`src/rtl/wws_pkg.sv`:
```
// Shared constants and types of the window watchdog supervisor
package wws_pkg;

   // Core clock rate, in kHz, used to turn times into cycle counts
   localparam int unsigned CLK_KHZ = 25000;

   // Reset hold delay after supply-good returns, nominal and limits, in ms
   localparam int unsigned HOLD_MS = 25;
   localparam int unsigned HOLD_MIN_MS = 20;
   localparam int unsigned HOLD_MAX_MS = 30;
   localparam int unsigned HOLD_CYC = HOLD_MS * CLK_KHZ;

   // Upper timeout per timeout select strap, in ms
   localparam int unsigned TOUT_LO_MS = 250;
   localparam int unsigned TOUT_HI_MS = 2500;
   // Stand-in for the capacitor-programmed timeout; plain default
   localparam int unsigned TOUT_CAP_MS = 1000;
   localparam int unsigned TOUT_LO_CYC = TOUT_LO_MS * CLK_KHZ;
   localparam int unsigned TOUT_HI_CYC = TOUT_HI_MS * CLK_KHZ;
   localparam int unsigned TOUT_CAP_CYC = TOUT_CAP_MS * CLK_KHZ;

   // Window ratios, upper over lower, scaled by ten
   localparam int unsigned RATIO_SCALE = 10;
   localparam int unsigned RATIO_N_LO_X10 = 318;
   localparam int unsigned RATIO_N_HI_X10 = 320;
   localparam int unsigned RATIO_N_CAP_X10 = 258;
   localparam int unsigned RATIO_W_LO_X10 = 1249;
   localparam int unsigned RATIO_W_HI_X10 = 1277;
   localparam int unsigned RATIO_W_CAP_X10 = 645;

   // Timeout select strap codes
   localparam logic [1:0] TSEL_LOW = 2'h0;
   localparam logic [1:0] TSEL_HIGH = 2'h1;
   localparam logic [1:0] TSEL_CAP = 2'h2;

   // Reset values of the core state
   localparam logic [31:0] CNT_RST = 32'h0;

   typedef enum logic [1:0] {
      ST_HOLD = 2'b00,
      ST_RUN = 2'b01
   } wws_state_t;

   // Strap inputs travelling together
   typedef struct packed {
      logic [1:0] timeout_select_strap;
      logic window_ratio_strap;
   } wws_strap_t;

   // Whole state of the supervisor core
   typedef struct packed {
      wws_state_t state;
      logic [31:0] hold_cnt;
      logic [31:0] win_cnt;
      logic armed;
      logic trig_prev;
      logic rst_oe;
      logic rst_o;
   } wws_core_t;

endpackage

```
`src/rtl/wws_sync.sv`:
```
// Two flip-flop synchroniser for asynchronous pin inputs
`timescale 1ns/1ps
module wws_sync #(
   parameter int W = 1
) (
   input wire logic clk,
   input wire logic rst_n,
   input wire logic [W-1:0] d,
   output logic [W-1:0] q
);

   typedef struct packed {
      logic [W-1:0] meta;
      logic [W-1:0] stable;
   } wws_sync_t;

   wws_sync_t s_q;
   wws_sync_t s_d;

   // First stage feeds only the second stage
   always_comb begin
      s_d.meta = d;
      s_d.stable = s_q.meta;
   end

   always_ff @(posedge clk or negedge rst_n) begin
      if (!rst_n) begin
         s_q <= '0;
      end else begin
         s_q <= s_d;
      end
   end

   assign q = s_q.stable;

endmodule

```
`src/rtl/wws_top.sv`:
```
// Window watchdog and reset sequencer of a processor supervisor
// Summary of operation
// - No trigger before the upper timeout asserts reset for the full hold delay.
// - A watchdog reset restarts the window timing once reset releases.
// - After reset release the first window has no too-early check.
// - The first rising trigger edge after release enables the too-early check.
// - A trigger outside the window, early or late, asserts reset.
// - Supply-good false asserts reset and holds it regardless of triggers.
// - After supply-good returns, reset is held 25 ms, then released.
// - Upper timeout follows the select strap: 0.25 s, 2.5 s or capacitor value.
// - Lower boundary follows the ratio strap and the timeout strap ratios.
// - Runs on a free clock; trigger edges seen two clock cycles late, after the two flip-flop synchroniser.
`timescale 1ns/1ps
module wws_top #(
   parameter int unsigned HOLD_CYC = wws_pkg::HOLD_CYC,
   parameter int unsigned TOUT_LO_CYC = wws_pkg::TOUT_LO_CYC,
   parameter int unsigned TOUT_HI_CYC = wws_pkg::TOUT_HI_CYC,
   parameter int unsigned TOUT_CAP_CYC = wws_pkg::TOUT_CAP_CYC
) (
   input wire logic CORE_CLK,
   input wire logic RESET_N,
   input wire logic TRIGGER_INPUT,
   input wire logic SUPPLY_GOOD_THRESHOLD,
   input wire logic [1:0] TIMEOUT_SELECT_STRAP,
   input wire logic WINDOW_RATIO_STRAP,
   output logic PROC_RST_O,
   output logic PROC_RST_OE
);

   // Lower boundaries derived from each timeout and its ratio
   localparam logic [31:0] LOW_N_LO = 32'((TOUT_LO_CYC * wws_pkg::RATIO_SCALE) / wws_pkg::RATIO_N_LO_X10);
   localparam logic [31:0] LOW_N_HI = 32'((TOUT_HI_CYC * wws_pkg::RATIO_SCALE) / wws_pkg::RATIO_N_HI_X10);
   localparam logic [31:0] LOW_N_CAP = 32'((TOUT_CAP_CYC * wws_pkg::RATIO_SCALE) / wws_pkg::RATIO_N_CAP_X10);
   localparam logic [31:0] LOW_W_LO = 32'((TOUT_LO_CYC * wws_pkg::RATIO_SCALE) / wws_pkg::RATIO_W_LO_X10);
   localparam logic [31:0] LOW_W_HI = 32'((TOUT_HI_CYC * wws_pkg::RATIO_SCALE) / wws_pkg::RATIO_W_HI_X10);
   localparam logic [31:0] LOW_W_CAP = 32'((TOUT_CAP_CYC * wws_pkg::RATIO_SCALE) / wws_pkg::RATIO_W_CAP_X10);
   localparam logic [31:0] UP_LO = 32'(TOUT_LO_CYC);
   localparam logic [31:0] UP_HI = 32'(TOUT_HI_CYC);
   localparam logic [31:0] UP_CAP = 32'(TOUT_CAP_CYC);
   localparam logic [31:0] HOLD_LAST = 32'(HOLD_CYC - 1);

   // Reset release synchroniser
   logic [1:0] rst_sync_q;
   logic rst_n;

   // Synchronised pin inputs, and the raw strap pins
   logic trig_s;
   logic supply_ok_s;
   wws_pkg::wws_strap_t strap_raw;
   wws_pkg::wws_strap_t strap_s;

   // Window limits for the current strap setting
   logic [31:0] upper_cyc;
   logic [31:0] lower_cyc;

   // Trigger edge decode
   logic edge_any;
   logic edge_rise;
   logic too_early;
   logic timed_out;

   wws_pkg::wws_core_t c_q;
   wws_pkg::wws_core_t c_d;

   // Assert at once, release two edges later so no flop sees a runt release
   always_ff @(posedge CORE_CLK or negedge RESET_N) begin
      if (!RESET_N) begin
         rst_sync_q <= 2'h0;
      end else begin
         rst_sync_q <= {rst_sync_q[0], 1'b1};
      end
   end

   assign rst_n = rst_sync_q[1];

   // Trigger crosses from the processor's domain
   wws_sync #(
      .W(1)
   ) u_sync_trig (
      .clk(CORE_CLK),
      .rst_n(rst_n),
      .d(TRIGGER_INPUT),
      .q(trig_s)
   );

   // Supply-good comes from the analog comparator
   wws_sync #(
      .W(1)
   ) u_sync_supply (
      .clk(CORE_CLK),
      .rst_n(rst_n),
      .d(SUPPLY_GOOD_THRESHOLD),
      .q(supply_ok_s)
   );

   assign strap_raw.timeout_select_strap = TIMEOUT_SELECT_STRAP;
   assign strap_raw.window_ratio_strap = WINDOW_RATIO_STRAP;

   // Straps are pins too; sampled continuously so a rewire takes effect
   wws_sync #(
      .W($bits(wws_pkg::wws_strap_t))
   ) u_sync_strap (
      .clk(CORE_CLK),
      .rst_n(rst_n),
      .d(strap_raw),
      .q(strap_s)
   );

   // Upper timeout and lower boundary selection
   always_comb begin
      case (strap_s.timeout_select_strap)
         wws_pkg::TSEL_HIGH: begin
            upper_cyc = UP_HI;
            lower_cyc = strap_s.window_ratio_strap ? LOW_W_HI : LOW_N_HI;
         end
         wws_pkg::TSEL_CAP: begin
            upper_cyc = UP_CAP;
            lower_cyc = strap_s.window_ratio_strap ? LOW_W_CAP : LOW_N_CAP;
         end
         wws_pkg::TSEL_LOW: begin
            upper_cyc = UP_LO;
            lower_cyc = strap_s.window_ratio_strap ? LOW_W_LO : LOW_N_LO;
         end
         default: begin
            // Unused code falls back to the short timeout, the safer choice
            upper_cyc = UP_LO;
            lower_cyc = strap_s.window_ratio_strap ? LOW_W_LO : LOW_N_LO;
         end
      endcase
   end

   // Either transition services the watchdog
   assign edge_any = trig_s ^ c_q.trig_prev;
   assign edge_rise = trig_s & ~c_q.trig_prev;
   // Early check only once armed by a rising edge
   assign too_early = edge_any & c_q.armed & (c_q.win_cnt < lower_cyc);
   // Last cycle of the window with no service in it
   assign timed_out = ~edge_any & (c_q.win_cnt >= (upper_cyc - 32'h1));

   // Next-state logic of the core
   always_comb begin
      c_d = c_q;
      // Edge history always follows the pin, so release never sees a stale edge
      c_d.trig_prev = trig_s;
      c_d.rst_o = 1'b0;
      case (c_q.state)
         wws_pkg::ST_HOLD: begin
            c_d.rst_oe = 1'b1;
            c_d.win_cnt = wws_pkg::CNT_RST;
            c_d.armed = 1'b0;
            if (!supply_ok_s) begin
               // Delay restarts on every dip of the supply
               c_d.hold_cnt = wws_pkg::CNT_RST;
            end else if (c_q.hold_cnt >= HOLD_LAST) begin
               c_d.hold_cnt = wws_pkg::CNT_RST;
               c_d.state = wws_pkg::ST_RUN;
               c_d.rst_oe = 1'b0;
            end else begin
               c_d.hold_cnt = c_q.hold_cnt + 32'h1;
            end
         end
         wws_pkg::ST_RUN: begin
            c_d.rst_oe = 1'b0;
            c_d.hold_cnt = wws_pkg::CNT_RST;
            if (!supply_ok_s) begin
               // Supply loss overrides any trigger activity
               c_d.state = wws_pkg::ST_HOLD;
               c_d.rst_oe = 1'b1;
            end else if (too_early || timed_out) begin
               c_d.state = wws_pkg::ST_HOLD;
               c_d.rst_oe = 1'b1;
            end else if (edge_any) begin
               // Valid service opens a fresh window
               c_d.win_cnt = wws_pkg::CNT_RST;
               if (edge_rise) begin
                  c_d.armed = 1'b1;
               end
            end else begin
               c_d.win_cnt = c_q.win_cnt + 32'h1;
            end
         end
         default: begin
            // Illegal state recovers through a full reset hold
            c_d.state = wws_pkg::ST_HOLD;
            c_d.rst_oe = 1'b1;
            c_d.hold_cnt = wws_pkg::CNT_RST;
            c_d.win_cnt = wws_pkg::CNT_RST;
            c_d.armed = 1'b0;
         end
      endcase
   end

   // Core state register; reset starts in hold with the output driven low
   always_ff @(posedge CORE_CLK or negedge rst_n) begin
      if (!rst_n) begin
         c_q.state <= wws_pkg::ST_HOLD;
         c_q.hold_cnt <= wws_pkg::CNT_RST;
         c_q.win_cnt <= wws_pkg::CNT_RST;
         c_q.armed <= 1'b0;
         c_q.trig_prev <= 1'b0;
         c_q.rst_oe <= 1'b1;
         c_q.rst_o <= 1'b0;
      end else begin
         c_q <= c_d;
      end
   end

   // Open-drain reset pin: driven low while enabled, pulled up otherwise
   assign PROC_RST_O = c_q.rst_o;
   assign PROC_RST_OE = c_q.rst_oe;

endmodule

```
`config.mk`:
```
export PLATFORM = sky130hd
export DESIGN_NAME = wws_top
export DESIGN_NICKNAME = d
export VERILOG_FILES = /design/src/rtl/wws_pkg.sv /design/src/rtl/wws_sync.sv /design/src/rtl/wws_top.sv
export SDC_FILE = /design/constraint.sdc
export NUM_CORES = 1
export LEC_CHECK = 0
export ABC_CLOCK_PERIOD_IN_PS = 2900
export BUFFER_PORTS_ARGS = -buffer_cell sky130_fd_sc_hd__buf_2
export CAP_MARGIN = 20
export CORE_MARGIN = 8
export CORE_UTILIZATION = 50
export DETAILED_ROUTE_END_ITERATION = 6
export PLACE_DENSITY = 0.64
export SYNTH_ARGS = -nofsm -noshare
export SYNTH_HDL_FRONTEND = slang
export SYNTH_SLANG_ARGS = --single-unit
```
`constraint.sdc`:
```
create_clock -name CORE_CLK -period 2.9 [get_ports CORE_CLK]
set_input_delay 0.145 -clock CORE_CLK [delete_from_list [all_inputs] [get_ports CORE_CLK]]
set_output_delay 0.145 -clock CORE_CLK [all_outputs]
set_load 0.01 [all_outputs]
```
# ---- Word-level counts from Yosys, hierarchy flattened
# Index checks and enable logic that the tools add are counted.
dict set report word_totals {
  mem_bits_rw 0
  rom_bits 0
  memories 0
  word_cells 63
  regBits 81
  inputBits 7
  latch_bits 0
}
dict set report classes {
  n_mul 0
  div_mod_pow 0
  eq_ne 10
  shifts 0
  bitwise 7
  mux 22
  order_cmp 3
  reduce_logical 5
  add_sub_neg 3
}
# cell n
set ops {}
lappend ops {{67-bit case mux with 2 select lines} 1}
lappend ops {{32-bit 2-to-1 mux} 3}
lappend ops {{33-bit 2-to-1 mux} 2}
lappend ops {{32-bit by 1-bit adder with 32-bit output (second input constant)} 2}
lappend ops {{26-bit case mux with 2 select lines} 1}
lappend ops {{21-bit case mux with 2 select lines} 1}
lappend ops {{32-bit by 20-bit >= comparator with 1-bit output (second input constant)} 1}
lappend ops {{32-bit >= comparator} 1}
lappend ops {{32-bit less-than comparator} 1}
lappend ops {{32-bit by 1-bit subtractor with 32-bit output (second input constant)} 1}
lappend ops {{21-bit 2-to-1 mux} 1}
lappend ops {{20-bit 2-to-1 mux} 1}
lappend ops {{18-bit 2-to-1 mux} 1}
lappend ops {{2-bit 2-to-1 mux} 4}
lappend ops {{2-bit != test (second input constant)} 4}
lappend ops {{1-bit 2-to-1 mux} 6}
lappend ops {{1-bit AND} 4}
lappend ops {{2-bit by 1-bit equality test with 1-bit output (second input constant)} 2}
lappend ops {{2-bit by 1-bit != test with 1-bit output (second input constant)} 2}
lappend ops {{4-bit AND reduction} 1}
lappend ops {{3-bit != test (second input constant)} 1}
lappend ops {{3-bit AND reduction} 1}
lappend ops {{2-bit equality test (second input constant)} 1}
lappend ops {{2-bit zero test} 1}
lappend ops {{other kinds (5)} 6}

# ---- Logic depth before layout (Yosys ltp)
dict set report logic_depth {
  word_depth 9
  ltp_mapped 17
}

# ---- Hierarchy
# Synthesis repeated with hierarchy kept, for this count alone.
dict set report unflattened {
  cells_unflattened 475
  hier_area_um2 4614.4
}
# module seq_area_each_um2 area_per_inst_um2 instances cells_each
set by_module_without_submodules {}
lappend by_module_without_submodules {wws_top 1752.9 4364.2 1 465}
lappend by_module_without_submodules {{wws_sync at u_sync_strap} 150.1 150.1 1 6}
lappend by_module_without_submodules {{wws_sync at u_sync_supply ...} 50.0 50.0 2 2}

# ---- Least setup slack after synthesis
# Ideal clock, no wire load.
dict set report synth_path {
  path_type {flip-flop to flip-flop}
  startpoint {register u_sync_strap.s_q, in the netlist u_sync_strap.q[1]}
  endpoint {register c_q[4] (netlist bit)}
  path_buffers 3
  stages_incl_launch_ff 17
  period_less_slack_ns 3.586
  slack_ns -0.686
  arrival_ns 3.468
  setup_time_ns 0.118
  cell_sequence {dfrtp_1 inv_1 ha_1 buf_2 inv_2 nor2_1 a21oi_1 a21boi_0 ha_1 nand3_1 nor3b_1 or4_1 nor3b_2 buf_2 clkbuf_1 nor4_1 a21o_1}
}
dict set report synth_via {
  elab_chain_len 8
}
# item line_no
set synth_lines {}
lappend synth_lines {{start, declared} wws_sync.sv:17} ;# wws_sync_t s_q;
lappend synth_lines {{start signal, assigned} wws_sync.sv:28} ;# s_q <= '0;
lappend synth_lines {{start signal, assigned} wws_sync.sv:30} ;# s_q <= s_d;
lappend synth_lines {{2-bit equality test or 2-bit by 1-bit equality test with 1-bit output (tied branches)} wws_top.sv:111} ;# case (strap_s.timeout_select_strap)
lappend synth_lines {{26-bit case mux with 2 select lines} wws_top.sv:111}
lappend synth_lines {{32-bit by 1-bit subtractor with 32-bit output} wws_top.sv:138} ;# assign timed_out = ~edge_any & (c_q.win_cnt >= (upper_cyc - 32'h1));
lappend synth_lines {{32-bit >= comparator} wws_top.sv:138}
lappend synth_lines {{1-bit AND} wws_top.sv:138}
lappend synth_lines {{1-bit logical OR (*)} wws_top.sv:169} ;# end else if (too_early || timed_out) begin
lappend synth_lines {{2-bit != test (no line) (*)} -}
lappend synth_lines {{2-bit AND reduction (no line) (*)} -}
lappend synth_lines {{end, declared} wws_top.sv:62} ;# wws_pkg::wws_core_t c_q;
# Every way passes the cells marked *; elsewhere a longest branch is shown, timed or not.
# A chain may end at the register's enable or synchronous reset.

# ---- Worst setup path after layout
dict set report layout_path {
  startpoint {register u_sync_strap.s_q, in the netlist u_sync_strap.q[2]}
  endpoint {register c_q[15] (netlist bit)}
}
# The elaborated chain is that of the path after synthesis.

==> metrics.cfg <==
[pwr]
seqPwrFrac = 0.497
worst_ir_drop_vdd_v = 0.000361
p_sw_frac = 0.268
powerDensity_mw_per_mm2 = 366
p_clk_frac = 0.360
internal_power_uw = 1700
switching_power_uw = 624
combPwrFrac = 0.143
leakage_uw = 0.00275

[synthesis]
synth_cell_type_count = 60
synth_cells = 490
ys_ff_latch = 80
synth-seq-area-share = 0.427
synth_area_leader_cell = dfrtp_1
synth_top_area_frac = 0.421
synthFlopType = dfrtp_1
synthTopCellsByArea = dfrtp_1, ha_1, nor2_1
synth-edff-count = 0
synth.most_common_cell = dfrtp_1
synth_area_mm2 = 0.00469
async_reset_ff_frac = 1.00
yosysWarnings = 0
syn_avg_cell_area_um2 = 9.58
synth_common_cells = dfrtp_1, nor2_1, ha_1

[floorplanning]
start_util = 0.513
die_w_um = 113
io_pins = 9
fp.dieArea_mm2 = 0.0127
coreArea_mm2 = 0.00915
fp.dieH_um = 113
rows = 35

[critical_path]
slowest_stage = or4_1
slowest_delay_ns = 0.54
r2r_end = c_q[15]
worstPathArrival_ns = 3.51
path_delay_family = simple AND/OR/NAND/NOR gates
rr_worst_depth = 15
crit_path_frequent_cell = buf_4
cp_cell_sequence = inv_2 > buf_4 > buf_4 > buf_4 > fa_2 > inv_2 > ha_4 > nand2_4 > nor4_4 > a311oi_2 > a21oi_2 > nor3b_4 > buf_12 > or4_1 > a21oi_2
reg2reg_from = u_sync_strap.q[2]
path_buf_inv = 6
path_max_fanout = 15
cp.required_ns = 3.19
worstSetupPathType = reg2reg
crit_start = u_sync_strap.q[2]
cp.depth = 15
ff2ff_setup_slack_ns = -0.32
start_kind = register
end_kind = register

[placement]
dp_slack_ns = -0.346
port_buffers = 7
gp_congestion = 0.881
hpwlAfterDp_um = 8540

[timing]
setup_slack_ns = -0.320
rsz0062_at_grt = yes
slew_headroom = 0.494
max_freq_mhz = 311
skew_ns = 0.00981
worst_pin_slew_ns = 0.752
finalMaxSlewViolations = 0
fin_crit_sh = 1.11
period_needed_ns = 3.22
hold_violations = 0
setup_viol = 34

[detailed_routing]
finalWirelength_um = 12200
routedWlPerCell_um = 17.3
wl_met2_um = 6100
drtAntennaViolNets = 0
vias = 4126
drtPass1Iterations = 4
drc = 0
drt-initial-drc-count = 268
top_layer = met4
wl_met3_um = 501
routed_via_density = 5.87
wl_met1_um = 5290

[clock_network]
root_buffer = clkbuf_8
clk_path_buf_depth = 2
clock_latency_ns = 0.35
cts_buffers = 9
cts_tree = yes
cts.clk_slew.worst_paths_ns = 0.09
h-tree-depth = 3
cts.sinks = 80

[run_status]
violations = setup timing
status = complete, but fails checks

[cells_and_area]
diodes = 0
area_growth_syn_to_layout_pct = 35.4
n_fill_cell = 681
post-route-util = 0.694
final_nets = 635
drive_gt1_frac = 0.323

[global_route]
grt_max_degree = 79
grt-ovfl-total = 0
grt_pass1_vias = 4066
antenna_found_initial = 0
grt_first_pass_wirelength_um = 19700
grtUsageTotal = 0.192

[run]
max-cap-violations = 0

[hold_path]
holdCritPathClass = in2async

## repair_timing
action                                 4_1_cts  5_1_grt
hold buffers                                 6        0
setup endpoints to repair                   34       35
resized for setup                           35       66
gates cloned                                 0        3
pin swaps                                   26       20
buffers inserted                            12        7
endpoints found under the hold margin        7        0
## how the worst max path moves through the flow
stage,to,slack (ns)
after detailed placement,c_q[15],-0.35
after global placement,c_q[10],-0.29
after floorplan,c_q[23],-0.19
final,c_q[15],-0.32
after CTS,c_q[14],-0.25
after global routing,c_q[14],-0.44
## metal layers
layer / track usage / vias up
met4: 0.0622 / 0
met2: 0.329 / 97
met3: 0.0314 / 24
li1: - / 1984
met5: 0 / -
met1: 0.241 / 2021
## flip-flops by register name, summed over array words and instances, names as in the netlist
| register | cells |
|---|---|
| PROC_RST_OE | 1 |
| u_sync_supply.q | 1 |
| u_sync_strap.q | 3 |
| u_sync_supply.s_d | 1 |
| u_sync_strap.s_d | 3 |
| u_sync_trig.q | 1 |
| rst_sync_q | 2 |
| c_q | 67 |
| u_sync_trig.s_d | 1 |
## cells by family after synthesis
group,Yosys count,synth area share
AO/OA/AOI/OAI,99,0.143
XOR/XNOR,20,0.0373
adder cells (fa/ha/maj),41,0.113
buffers and inverters,37,0.0381
flip-flops,80,0.427
multiplexers,3,0.00640
other,2,0.00160
AND/OR/NAND/NOR,208,0.234
## worst register-to-register path, cell delays in order, from the launching register on
cell and delay (ns):
dfrtp_1 0.44, inv_2 0.09, buf_4 0.15, buf_4 0.12
buf_4 0.12, fa_2 0.35, inv_2 0.08, ha_4 0.13
nand2_4 0.06, nor4_4 0.30, a311oi_2 0.18, a21oi_2 0.22
nor3b_4 0.07, buf_12 0.15, or4_1 0.55, a21oi_2 0.14
## final cells by class
cell class | instances | area, um^2 | share of cell area
flip-flops and latches | 80 | 2010 | 0.316
multi-input cells | 387 | 3110 | 0.489
inverters | 22 | 92.6 | 0.0146
repair buffers | 87 | 805 | 0.127
clock inverters | 7 | 80.1 | 0.0126
well taps | 111 | 139 | 0.0219
clock buffers | 9 | 124 | 0.0195
## metrics by stage
step | setup TNS (ns) | hold WS [ns] | std cells | power (uW) | instance area, um^2
after floorplan | -2.72 | -0.151 | 504 | 1330 | 4920
after global placement | -7.94 | -0.0705 | 661 | 1420 | 5400
after detailed placement | -9.48 | -0.0681 | 661 | 1430 | 5400
after CTS | -6.69 | 0.0827 | 695 | 2310 | 5910
after global routing | -11.45 | 0.0901 | 703 | 2430 | 6350
final | -7.69 | 0.104 | 703 | 2320 | 6350
## power groups by stage
stage	sequential, uW	clock (uW)	combinational, uW
2_1_floorplan	1190	0	144
3_3_place_gp	1190	0	227
3_5_place_dp	1190	0	233
4_1_cts	1170	862	272
5_1_grt	1160	907	361
6_report	1160	837	331
## cells in the final DEF, fill, tap and decap left out, types with 6 or more instances in the layout
cell	netlist	final
dlygate4sd3_1	0	6
inv_1	21	15
nor2_1	45	37
dfrtp_1	79	77
a21oi_1	32	18
ha_4	0	15
xnor2_1	10	10
nor3_1	13	10
buf_6	3	11
o31ai_1	18	14
ha_1	39	24
or4_4	1	6
conb_1	2	16
nor4_1	10	9
and3_1	12	10
buf_2	2	7
o21ai_1	1	7
a21oi_2	0	13
or4_1	17	12
nand4_1	9	9
clkbuf_8	0	9
a211o_1	6	6
a31oi_1	6	6
nand3_1	30	28
nand2_1	38	34
xor2_1	10	10
buf_4	1	55
No activity file was read; power rests on OpenSTA's default activity.
